### src/include/watchdog_pkg.sv
// Summary of operation
// - Source is low-speed clock or system clock/4.
// - Low-speed clock from crystal or internal oscillator.
// - Timeout is 2^(13+code) source clock periods.
// - Control bit 7 keeps system clock in idle.
// - Disabled only if option off and key 1010.
// - Power-on: key 1010, select 111, bit7 zero.
// - Disabled watchdog turns its instructions into no-ops.
// - Normal overflow resets device, sets time-out flag.
// - Low-power overflow clears only PC and SP.
// - Count cleared by reset pin, clears, halt.
// - Single style: one clear instruction clears count.
// - Dual style: only alternating clears clear count.
// - System/4 source stops in sleep and idle_mode_clock_off.
// - Low-power overflow also wakes the device.
package watchdog_pkg;
    localparam int unsigned CNT_W = 20;
    localparam int unsigned ADDR_W = 12;
    localparam int unsigned SYS_DIV = 4;
    localparam logic [7:0] CTRL_RESET = 8'h7a;
    localparam int unsigned SYSON_BIT = 7;
    localparam int unsigned WS_MSB = 6;
    localparam int unsigned WS_LSB = 4;
    localparam int unsigned KEY_MSB = 3;
    localparam int unsigned KEY_LSB = 0;
    localparam logic [3:0] KEY_DISABLE = 4'ha;
    localparam logic [3:0] KEY_SUGGEST = 4'h5;
    localparam logic [2:0] WS_MAX = 3'h7;
    localparam logic [CNT_W-1:0] CNT_MAX = 20'hfffff;
    localparam logic [ADDR_W-1:0] OFF_CTRL = 12'h000;
    localparam logic [ADDR_W-1:0] OFF_IRQ_STATUS = 12'h004;
    localparam logic [ADDR_W-1:0] OFF_IRQ_MASK = 12'h008;
    localparam logic [ADDR_W-1:0] OFF_STATE = 12'h00c;
    localparam int unsigned IRQ_W = 3;
    localparam int unsigned IRQ_TIMEOUT = 0;
    localparam int unsigned IRQ_CLEARED = 1;
    localparam int unsigned IRQ_REFUSED = 2;
    localparam int unsigned STATE_FLAG_BIT = 20;
    localparam int unsigned STATE_EN_BIT = 21;
    localparam int unsigned STATE_RUN_BIT = 22;

    typedef enum logic [1:0] {
        CLR_NONE = 2'b00,
        CLR_FIRST = 2'b01,
        CLR_SECOND = 2'b10
    } clr_state_t;
endpackage

### src/rtl/wdt_tick_div.sv
`timescale 1ns/10ps
`default_nettype none
module wdt_tick_div
    import watchdog_pkg::*;
#(
    parameter int unsigned DIV = SYS_DIV
) (
    input wire logic sys_clk_i, // System clock
    input wire logic resetn_i, // Async reset, active low
    input wire logic run_i, // System clock is running
    output logic tick_o // One pulse per DIV running cycles
);
    localparam int unsigned W = (DIV > 1) ? $clog2(DIV) : 1;
    localparam logic [W-1:0] LAST = W'(DIV - 1);

    logic [W-1:0] cnt;
    logic [W-1:0] next_cnt;
    logic next_tick;

    always_comb begin
        next_cnt = cnt;
        next_tick = 1'b0;
        if (run_i) begin
            if (cnt == LAST) begin
                next_cnt = '0;
                next_tick = 1'b1;
            end else begin
                next_cnt = W'(cnt + 1'b1);
            end
        end
    end

    always_ff @(posedge sys_clk_i or negedge resetn_i) begin
        if (!resetn_i) begin
            cnt <= '0;
            tick_o <= 1'b0;
        end else begin
            cnt <= next_cnt;
            tick_o <= next_tick;
        end
    end
endmodule
`default_nettype wire

### src/rtl/wdt_clear_seq.sv
`timescale 1ns/10ps
`default_nettype none
module wdt_clear_seq
    import watchdog_pkg::*;
(
    input wire logic sys_clk_i, // System clock
    input wire logic resetn_i, // Async reset, active low
    input wire logic enable_i, // Watchdog enabled
    input wire logic dual_i, // Dual-instruction clear style
    input wire logic single_i, // Single clear instruction executed
    input wire logic first_i, // First clear instruction executed
    input wire logic second_i, // Second clear instruction executed
    output logic clear_o, // Accepted clear, combinational
    output logic refused_o // Repeated dual clear ignored
);
    clr_state_t last;
    clr_state_t next_last;

    always_comb begin
        next_last = last;
        clear_o = 1'b0;
        refused_o = 1'b0;
        if (enable_i) begin
            if (!dual_i) begin
                clear_o = single_i;
            end else if (first_i) begin
                if (last != CLR_FIRST) begin
                    clear_o = 1'b1;
                    next_last = CLR_FIRST;
                end else begin
                    refused_o = 1'b1;
                end
            end else if (second_i) begin
                if (last != CLR_SECOND) begin
                    clear_o = 1'b1;
                    next_last = CLR_SECOND;
                end else begin
                    refused_o = 1'b1;
                end
            end
        end
    end

    always_ff @(posedge sys_clk_i or negedge resetn_i) begin
        if (!resetn_i) begin
            last <= CLR_NONE;
        end else begin
            last <= next_last;
        end
    end
endmodule
`default_nettype wire

### src/rtl/watchdog_timer_unit.sv
`timescale 1ns/10ps
`default_nettype none
module watchdog_timer_unit
    import watchdog_pkg::*;
(
    input wire logic sys_clk_i, // System clock, 100 MHz
    input wire logic resetn_i, // Async power-on reset, active low
    // APB slave
    input wire logic psel_i, // Select
    input wire logic penable_i, // Access phase
    input wire logic pwrite_i, // Write when high
    input wire logic [ADDR_W-1:0] paddr_i, // Byte address
    input wire logic [31:0] pwdata_i, // Write data
    output logic [31:0] prdata_o, // Read data
    output logic pready_o, // Transfer done
    output logic pslverr_o, // Unmapped address
    // Fixed configuration options
    input wire logic cfg_wdt_enable_i, // Option: watchdog enabled
    input wire logic cfg_src_low_speed_i, // Option: 1 low-speed, 0 system/4
    input wire logic cfg_sub_crystal_i, // Option: 1 crystal, 0 internal osc
    input wire logic cfg_dual_clear_i, // Option: dual clear style
    // Clock ticks and pins
    input wire logic ext_crystal_32k_tick_i, // One pulse per crystal period
    input wire logic int_low_osc_tick_i, // One pulse per internal osc period
    input wire logic ext_low_active_pin_n_i, // External reset pin, active low
    // Core events
    input wire logic clear_watchdog_single_i, // Single clear executed
    input wire logic clear_watchdog_first_i, // First clear executed
    input wire logic clear_watchdog_second_i, // Second clear executed
    input wire logic halt_i, // Halt executed
    input wire logic sleep_mode_i, // Core is in sleep
    input wire logic idle_mode_i, // Core is in idle
    // Results
    output logic system_clock_run_o, // System clock allowed to run
    output logic sysclk_keep_in_idle_o, // Control bit 7
    output logic device_reset_o, // Full reset request pulse
    output logic pc_sp_clear_o, // Clear PC and SP pulse
    output logic wake_o, // Wake from low power pulse
    output logic timeout_flag_o, // Time-out flag
    output logic irq_o // Interrupt, level
);
    ////////////////////////////////////////////////////////////////////////////
    // Declarations
    logic [7:0] watchdog_control;
    logic [7:0] next_watchdog_control;
    logic [CNT_W-1:0] count;
    logic [CNT_W-1:0] next_count;
    logic timeout_flag;
    logic next_timeout_flag;
    logic [IRQ_W-1:0] irq_status;
    logic [IRQ_W-1:0] next_irq_status;
    logic [IRQ_W-1:0] irq_mask;
    logic [IRQ_W-1:0] next_irq_mask;
    logic [31:0] next_prdata;
    logic next_pready;
    logic next_pslverr;
    logic next_device_reset;
    logic next_pc_sp_clear;
    logic next_wake;
    logic next_irq;
    logic enabled;
    logic low_power;
    logic sys_running;
    logic div_tick;
    logic src_tick;
    logic instr_clear;
    logic refused;
    logic clear_cnt;
    logic overflow;
    logic [CNT_W-1:0] limit;
    logic wr_en;
    logic rd_en;
    logic mapped;
    logic [2:0] timeout_select;
    logic [3:0] soft_disable_key;
    logic [IRQ_W-1:0] events;

    ////////////////////////////////////////////////////////////////////////////
    // Enable, clock source and clear
    assign timeout_select = watchdog_control[WS_MSB:WS_LSB];
    assign soft_disable_key = watchdog_control[KEY_MSB:KEY_LSB];
    assign enabled = cfg_wdt_enable_i || (soft_disable_key != KEY_DISABLE);
    assign low_power = sleep_mode_i || idle_mode_i;
    // System clock stops in sleep, and in idle unless bit 7 keeps it
    assign sys_running = !(sleep_mode_i || (idle_mode_i && !watchdog_control[SYSON_BIT]));

    wdt_tick_div #(
        .DIV(SYS_DIV)
    ) u_div (
        .sys_clk_i(sys_clk_i),
        .resetn_i(resetn_i),
        .run_i(sys_running),
        .tick_o(div_tick)
    );

    always_comb begin
        if (cfg_src_low_speed_i) begin
            src_tick = cfg_sub_crystal_i ? ext_crystal_32k_tick_i : int_low_osc_tick_i;
        end else begin
            src_tick = div_tick;
        end
    end

    wdt_clear_seq u_clr (
        .sys_clk_i(sys_clk_i),
        .resetn_i(resetn_i),
        .enable_i(enabled),
        .dual_i(cfg_dual_clear_i),
        .single_i(clear_watchdog_single_i),
        .first_i(clear_watchdog_first_i),
        .second_i(clear_watchdog_second_i),
        .clear_o(instr_clear),
        .refused_o(refused)
    );

    assign clear_cnt = !ext_low_active_pin_n_i || instr_clear || (halt_i && enabled);

    ////////////////////////////////////////////////////////////////////////////
    // Counter
    assign limit = CNT_MAX >> (WS_MAX - timeout_select);

    always_comb begin
        next_count = count;
        overflow = 1'b0;
        if (!enabled || clear_cnt) begin
            next_count = '0;
        end else if (src_tick) begin
            if (count == limit) begin
                next_count = '0;
                overflow = 1'b1;
            end else begin
                next_count = CNT_W'(count + 1'b1);
            end
        end
    end

    always_ff @(posedge sys_clk_i or negedge resetn_i) begin
        if (!resetn_i) begin
            count <= '0;
        end else begin
            count <= next_count;
        end
    end

    ////////////////////////////////////////////////////////////////////////////
    // Overflow actions and time-out flag
    always_comb begin
        next_device_reset = overflow && !low_power;
        next_pc_sp_clear = overflow && low_power;
        next_wake = overflow && low_power;
        next_timeout_flag = timeout_flag;
        if (instr_clear || (halt_i && enabled)) begin
            next_timeout_flag = 1'b0;
        end
        if (overflow) begin
            next_timeout_flag = 1'b1;
        end
    end

    always_ff @(posedge sys_clk_i or negedge resetn_i) begin
        if (!resetn_i) begin
            device_reset_o <= 1'b0;
            pc_sp_clear_o <= 1'b0;
            wake_o <= 1'b0;
            timeout_flag <= 1'b0;
        end else begin
            device_reset_o <= next_device_reset;
            pc_sp_clear_o <= next_pc_sp_clear;
            wake_o <= next_wake;
            timeout_flag <= next_timeout_flag;
        end
    end

    assign timeout_flag_o = timeout_flag;

    ////////////////////////////////////////////////////////////////////////////
    // APB decode and registers
    assign wr_en = psel_i && penable_i && pready_o && pwrite_i;
    assign rd_en = psel_i && penable_i && !pready_o && !pwrite_i;
    assign mapped = (paddr_i == OFF_CTRL) || (paddr_i == OFF_IRQ_STATUS)
                    || (paddr_i == OFF_IRQ_MASK) || (paddr_i == OFF_STATE);

    assign events[IRQ_TIMEOUT] = overflow;
    assign events[IRQ_CLEARED] = instr_clear;
    assign events[IRQ_REFUSED] = refused;

    always_comb begin
        next_watchdog_control = watchdog_control;
        next_irq_mask = irq_mask;
        next_irq_status = irq_status;
        if (wr_en && paddr_i == OFF_CTRL) begin
            next_watchdog_control = pwdata_i[7:0];
        end
        if (wr_en && paddr_i == OFF_IRQ_MASK) begin
            next_irq_mask = pwdata_i[IRQ_W-1:0];
        end
        if (wr_en && paddr_i == OFF_IRQ_STATUS) begin
            next_irq_status = irq_status & ~pwdata_i[IRQ_W-1:0];
        end
        // A new event wins over a clear in the same cycle
        next_irq_status = next_irq_status | events;
        next_irq = |(next_irq_status & next_irq_mask);
    end

    always_ff @(posedge sys_clk_i or negedge resetn_i) begin
        if (!resetn_i) begin
            watchdog_control <= CTRL_RESET;
            irq_mask <= '0;
            irq_status <= '0;
            irq_o <= 1'b0;
            sysclk_keep_in_idle_o <= 1'b0;
            system_clock_run_o <= 1'b1;
        end else begin
            watchdog_control <= next_watchdog_control;
            irq_mask <= next_irq_mask;
            irq_status <= next_irq_status;
            irq_o <= next_irq;
            sysclk_keep_in_idle_o <= next_watchdog_control[SYSON_BIT];
            system_clock_run_o <= sys_running;
        end
    end

    ////////////////////////////////////////////////////////////////////////////
    // APB answer: one wait cycle in the access phase
    always_comb begin
        next_pready = psel_i && penable_i && !pready_o;
        next_pslverr = next_pready && !mapped;
        next_prdata = '0;
        if (rd_en) begin
            unique case (paddr_i)
                OFF_CTRL: next_prdata = {24'h000000, watchdog_control};
                OFF_IRQ_STATUS: next_prdata = {{(32 - IRQ_W){1'b0}}, irq_status};
                OFF_IRQ_MASK: next_prdata = {{(32 - IRQ_W){1'b0}}, irq_mask};
                OFF_STATE: begin
                    next_prdata[CNT_W-1:0] = count;
                    next_prdata[STATE_FLAG_BIT] = timeout_flag;
                    next_prdata[STATE_EN_BIT] = enabled;
                    next_prdata[STATE_RUN_BIT] = sys_running;
                end
                default: next_prdata = '0;
            endcase
        end
    end

    always_ff @(posedge sys_clk_i or negedge resetn_i) begin
        if (!resetn_i) begin
            pready_o <= 1'b0;
            pslverr_o <= 1'b0;
            prdata_o <= '0;
        end else begin
            pready_o <= next_pready;
            pslverr_o <= next_pslverr;
            prdata_o <= next_prdata;
        end
    end
endmodule
`default_nettype wire

### config.mk
export PLATFORM = sky130hd
export DESIGN_NAME = watchdog_timer_unit
export DESIGN_NICKNAME = d
export VERILOG_FILES = /design/src/include/watchdog_pkg.sv /design/src/rtl/wdt_tick_div.sv /design/src/rtl/wdt_clear_seq.sv /design/src/rtl/watchdog_timer_unit.sv
export SDC_FILE = /design/constraint.sdc
export NUM_CORES = 1
export LEC_CHECK = 0
export BUFFER_PORTS_ARGS = -buffer_cell sky130_fd_sc_hd__buf_2
export CAP_MARGIN = 20
export CORE_MARGIN = 4
export CORE_UTILIZATION = 46
export DETAILED_ROUTE_END_ITERATION = 12
export GPL_TIMING_DRIVEN = 0
export PLACE_DENSITY = 0.76
export SLEW_MARGIN = 30
export SYNTH_ARGS = -nofsm -noshare
export SYNTH_HDL_FRONTEND = slang
export SYNTH_SLANG_ARGS = --single-unit
export TNS_END_PERCENT = 5
### constraint.sdc
create_clock -name sys_clk_i -period 2.5 [get_ports sys_clk_i]
set_clock_uncertainty 0.15 [all_clocks]
set_input_delay 0.125 -clock sys_clk_i [delete_from_list [all_inputs] [get_ports sys_clk_i]]
set_output_delay 0.125 -clock sys_clk_i [all_outputs]
set_load 0.01 [all_outputs]
* Yosys cells after proc, flatten, opt, wreduce, memory -nomap -nowiden
Cells that the tools add are included.
** Cells by class
- $add $sub $neg :: 3
- Eq/ne operators :: 9
- Shifts and indexed selects :: 1
- Mux-type cells :: 34
- Bitwise gates (word level) :: 4
- Reduce and logical (&&, ||, !) cells :: 38
** Operators by type and width (count)
- case mux 23 bit (4 select lines) :: 1
- two-way mux 20 bit :: 3
- equality test 12 x 4 -> 1 bit (second input constant) :: 2
- two-way mux 23 bit :: 1
- two-way mux 1 bit :: 21
- adder 20 x 1 -> 20 bit (second input constant) :: 1
- equality test 20 bit :: 1
- right shift 20 x 3 -> 20 bit (first input constant) :: 1
- logical AND 1 bit :: 13
- equality test 12 x 3 -> 1 bit (second input constant) :: 1
- zero test 12 bit :: 1
- logical OR 1 bit :: 10
- two-way mux 2 bit :: 5
- zero test 1 bit :: 8
- two-way mux 8 bit :: 1
- nonzero test 2 bit :: 4
- AND 3 bit :: 2
- two-way mux 3 bit :: 2
- AND reduction 5 bit :: 1
- != test 2 x 1 -> 1 bit (second input constant) :: 2
- != test 4 bit (second input constant) :: 1
- NOT 3 bit :: 1
- OR 3 bit :: 1
- OR reduction 3 bit :: 1
- other kinds (4) :: 4
** Storage, ports and cells
- Bits in registers :: 78
- Bits of input ports :: 62
- Output and inout bits :: 41
- Word-level logic and storage cells :: 105

* Longest topological paths before layout
- Word-level depth :: 13
- Depth in mapped cells :: 8
- Mapped depth without buffers :: 6

* Modules after synthesis
A second synthesis with hierarchy kept.
** Second synthesis, totals
- Cells, all modules :: 320
- Area, all modules :: 3452.1 um^2
** By module, submodules not included
- watchdog_timer_unit :: times used 1, cells each 297, area each 3194.3 um^2
- wdt_clear_seq :: times used 1, cells each 15, area each 131.4 um^2
- wdt_tick_div :: times used 1, cells each 8, area each 126.4 um^2

* Worst setup path before layout
Ideal clock, no wire load.
- Path type :: register -> register
- From :: reg count[13]
- To :: reg count[13]
- Setup time :: 0.132 ns
- Data arrival time :: 2.177 ns
- Required time :: 2.218 ns
- Path slack :: 0.041 ns
- Stages on the path, launching flop included :: 9
- Path buffers :: 2
- Path through :: dfrtp_1 > clkbuf_8 > or4_1 > o22ai_1 > o22ai_1 > nand4bb_1 > o21ai_1 > clkbuf_1 > nor2_1
** On the way
- Word-level cells in the longest chain between the ends :: 4
- Elaborated cells between the ends (all ways) :: 5
- Classes of those cells :: add/sub: 1; eq/ne: 1; mux: 3
** Ends and longest elaborated chain
- from (decl) :: line watchdog_timer_unit.sv:46 : logic [CNT_W-1:0] count;
- from (signal assigned) :: line watchdog_timer_unit.sv:141 : count <= next_count;
- adder 20 x 1 -> 20 bit / equality test 20 bit (equally long branches) :: line watchdog_timer_unit.sv:132, watchdog_timer_unit.sv:128
- two-way mux 20 bit * :: line watchdog_timer_unit.sv:128 : if (count == limit) begin
- two-way mux 20 bit * :: line watchdog_timer_unit.sv:127 : end else if (src_tick) begin
- two-way mux 20 bit * :: line watchdog_timer_unit.sv:125 : if (!enabled || clear_cnt) begin
Mark *: on every way between the ends. The rest lies on a longest branch, timed or not. The select of a mux whose other input is x is not followed.
A chain may end at the register's enable or synchronous reset.

* Final worst setup path
- From :: reg count[13]
- To :: reg device_reset_o
** On the way
- Word-level cells in the longest chain between the ends :: 5
** Ends and longest elaborated chain
- equality test 20 bit :: line watchdog_timer_unit.sv:128
- two-way mux 1 bit :: line watchdog_timer_unit.sv:128
- two-way mux 1 bit :: line watchdog_timer_unit.sv:127
- two-way mux 1 bit :: line watchdog_timer_unit.sv:125
- logical AND 1 bit :: line watchdog_timer_unit.sv:148 : next_device_reset = overflow && !low_power;
- net next_device_reset :: line watchdog_timer_unit.sv:57 : logic next_device_reset;
- to (signal assigned) :: line watchdog_timer_unit.sv:167 : device_reset_o <= next_device_reset;
- to (decl) :: line watchdog_timer_unit.sv:36 : output logic device_reset_o,
The timed path passes the listed nets, and every way through them passes these cells.

==> results.sh <==
export IMPL_crit_family="simple AND/OR/NAND/NOR gates"
export IMPL_clock_latency_ps=340
export IMPL_final_cell_mix="66 x buf_2, 63 x dfrtp_1, 28 x nand2_1"
export IMPL_r2r_start="count[13]"
export IMPL_ios=103
export IMPL_netlist_instances=322
export IMPL_crit_chain="clkbuf_8, or4_1, o22ai_1, o22ai_1, nor4_1, nand3_1, nor3_1"
export IMPL_netlist_top_cells_area="dfrtp_1 47%, dfstp_2 4.7%, nand2_1 3.2%, and2_2 3.1%, mux2_2 3.0%"
export IMPL_yosys_warnings=0
export IMPL_grt_max_degree=43
export IMPL_arrival_ps=2510
export IMPL_crit_slowest_cell="or4_1"
export IMPL_final_common_cell="buf_2"
export IMPL_fin_ws_ps=94.3
export IMPL_drv_cap=0
export IMPL_seq_area_frac_synth_pct=51.2
export IMPL_ys_flop_type="dfrtp_1"
export IMPL_syn2layout_area_growth_pct=27.3
export IMPL_slew_viol_final=0
export IMPL_drc=0
export IMPL_synth_cell_type_count=52
export IMPL_place_ws_ps=-548
export IMPL_grt_overflow=0
export IMPL_grt_pass1_wl_um=12600
export IMPL_min_path_cells=3
export IMPL_finalSetupViolCount=0
export IMPL_wl_per_cell_um=14.6
export IMPL_hold_start="clear_watchdog_second_i"
export IMPL_ys_seq_elements=69
export IMPL_grt_pass1_vias=2788
export IMPL_end_kind="flop"
export IMPL_synth_edf_count=0
export IMPL_worst_pin_slew_ps=798
export IMPL_slew_limit_headroom_pct=46.8
export IMPL_synthArstFlopShare_pct=100
export IMPL_powerDensity_nw_per_um2=526
export IMPL_r2r_cells=7
export IMPL_drt_iter0_drc=135
export IMPL_wirelength_um=7740
export IMPL_crit_type="flop to flop"
export IMPL_fin_area_sq_um=4310
export IMPL_place_gp_congestion=0.816
export IMPL_clockBufferDepth=2
export IMPL_synth_area_leader_cell="dfrtp_1"
export IMPL_nets=489
export IMPL_start_kind="flop"
export IMPL_fp_coreArea_sq_um=7210
export IMPL_post_route_min_period_ps=2410
export IMPL_htreeDepth=3
export IMPL_placed_cell_area_sq_um=3900
export IMPL_via_count=2819
export IMPL_critPathRequiredTime_ps=2610
export IMPL_final_period_utilization_pct=96.2
export IMPL_worst_path_stages=7
export IMPL_grt_usage_pct=18.4
export IMPL_layout_drive_gt1_share_pct=36.0
export IMPL_post_dp_hpwl_um=5570
export IMPL_cp_buffers_inverters=1
export IMPL_cts_tree="built"
export IMPL_leakagePower_nw=2.02
export IMPL_die_width_um=93.8
export IMPL_antenna_found_initial=0
export IMPL_start_util_pct=46.9
export IMPL_syn_cell_area_sq_um=3380
export IMPL_dr_pass1_iters=4
export IMPL_status="complete, no violations"
export IMPL_synth_avg_cell_area_sq_um=10.5
export IMPL_cts_root_buf="clkbuf_8"
export IMPL_cts_sinks=69
export IMPL_peakVddDrop_uv=387
export IMPL_antenna_cells=0
export IMPL_die_y_um=93.8
export IMPL_synth_top_cell_area_share_pct=46.6
export IMPL_critPathMaxStageDelay_ps=500
export IMPL_dp_cells=497
export IMPL_buffer_ports_inserted=67
export IMPL_min_path_type="input port to flop"
export IMPL_drtAntennaViolNets=0
export IMPL_design_die_area_sq_um=8790
export IMPL_crit_fanout=9
export IMPL_cts_buffers=9
export IMPL_path_clk_slew_ps=70
export IMPL_std_cell_rows=31
export IMPL_fin_hold_ws_ps=26.3
export IMPL_instances_no_fill=529
export IMPL_fmax_mhz=416
export IMPL_crit_path_frequent_cell="o22ai_1"
export IMPL_final_hold_viol_count=0
export IMPL_startpoint="count[13]"
export IMPL_viasPerCell=5.33
export IMPL_fin_tns_setup_ps=0
export IMPL_rsz0062_at_grt="true"
[flip-flops by register name (all words and copies together) (netlist names), 2 cells and up]
name              count
prdata_o             23
count                20
watchdog_control      7
irq_mask              3
irq_status            3
u_clr.last            2
u_div.cnt             2
[per-layer routing]
metal	GRT usage, %	share of wire (%)	vias to the layer above
met5	0	0	-
met4	7.70	2.2	0
met3	4.17	6.1	13
met2	30.8	50	99
met1	22.7	42	1361
li1	-	-	1346
[synth_stat cells (4+ instances only)]
| master | instances |
|---|---|
| inv_1 | 9 |
| and3_1 | 4 |
| nand3_1 | 10 |
| nor3_1 | 4 |
| clkbuf_1 | 5 |
| nand2_1 | 29 |
| or4_1 | 5 |
| o31ai_1 | 4 |
| mux2_2 | 9 |
| and2_1 | 6 |
| buf_4 | 10 |
| a21oi_1 | 20 |
| dfrtp_1 | 63 |
| xor2_1 | 7 |
| and2_2 | 14 |
| dfstp_2 | 6 |
| a22oi_1 | 5 |
| o21ai_0 | 20 |
| or3_1 | 14 |
| nor2_1 | 22 |
[layout make-up]
type	instances	area, sq um
clock buffer	13	179
timing repair buffer	86	533
sequential	69	1730
inverter	9	33.8
buffer	18	155
tap	99	124
clock inverter	3	17.5
fill	613	2910
multi-input combinational	232	1530
[worst reg2reg max path: stages (launching register included)]
cell and delay [ps]:
dfrtp_1 370, clkbuf_8 160, or4_1 500, o22ai_1 160
o22ai_1 140, nor4_1 440, nand3_1 220, nor3_1 190
[cell families (layout without fill, tap and decap cells)]
family | after synthesis | in the layout | synth area share (%)
simple gates | 136 | 136 | 23.5
buf+inv | 29 | 129 | 5.66
xor+xnor | 8 | 8 | 2.07
mux | 13 | 13 | 5.29
other cells | 1 | 9 | 0.111
flops | 69 | 69 | 51.2
compound gates | 64 | 64 | 11.3
fa+ha+maj | 2 | 2 | 0.739
[path summary, 6_finish.rpt]
kind                                       end  slack (ps)
max                             device_reset_o          90
min in group asynchronous            count[19]          90
max reg2reg                     device_reset_o          90
max in group asynchronous  watchdog_control[1]        1510
min reg2reg                           pready_o         350
min                              u_clr.last[0]          30
[what timing repair did]
item / in CTS / in global routing
hold buffers: 16 / 0
gates resized for setup: 5 / 11
hold endpoints to repair: 85 / 0
pin swaps: 1 / 3
endpoints found under the setup margin: 17 / 16
buffers inserted: 1 / 1
[where the power goes]
group          total (mW)  internal (mW)  switching, mW
Clock               0.870          0.465          0.405
Sequential           1.16           1.15         0.0179
Combinational       0.233          0.113          0.120
Total                2.27           1.72          0.543
[stage by stage]
stage          util [%]  total power, mW
3_3_place_gp       53.7             1.37
6_report           59.7             2.27
4_1_cts            59.3             2.28
5_1_grt            59.7             2.36
2_1_floorplan         -             1.30
3_5_place_dp       54.0             1.39
Note: power is estimated with default switching activity, not from simulation.
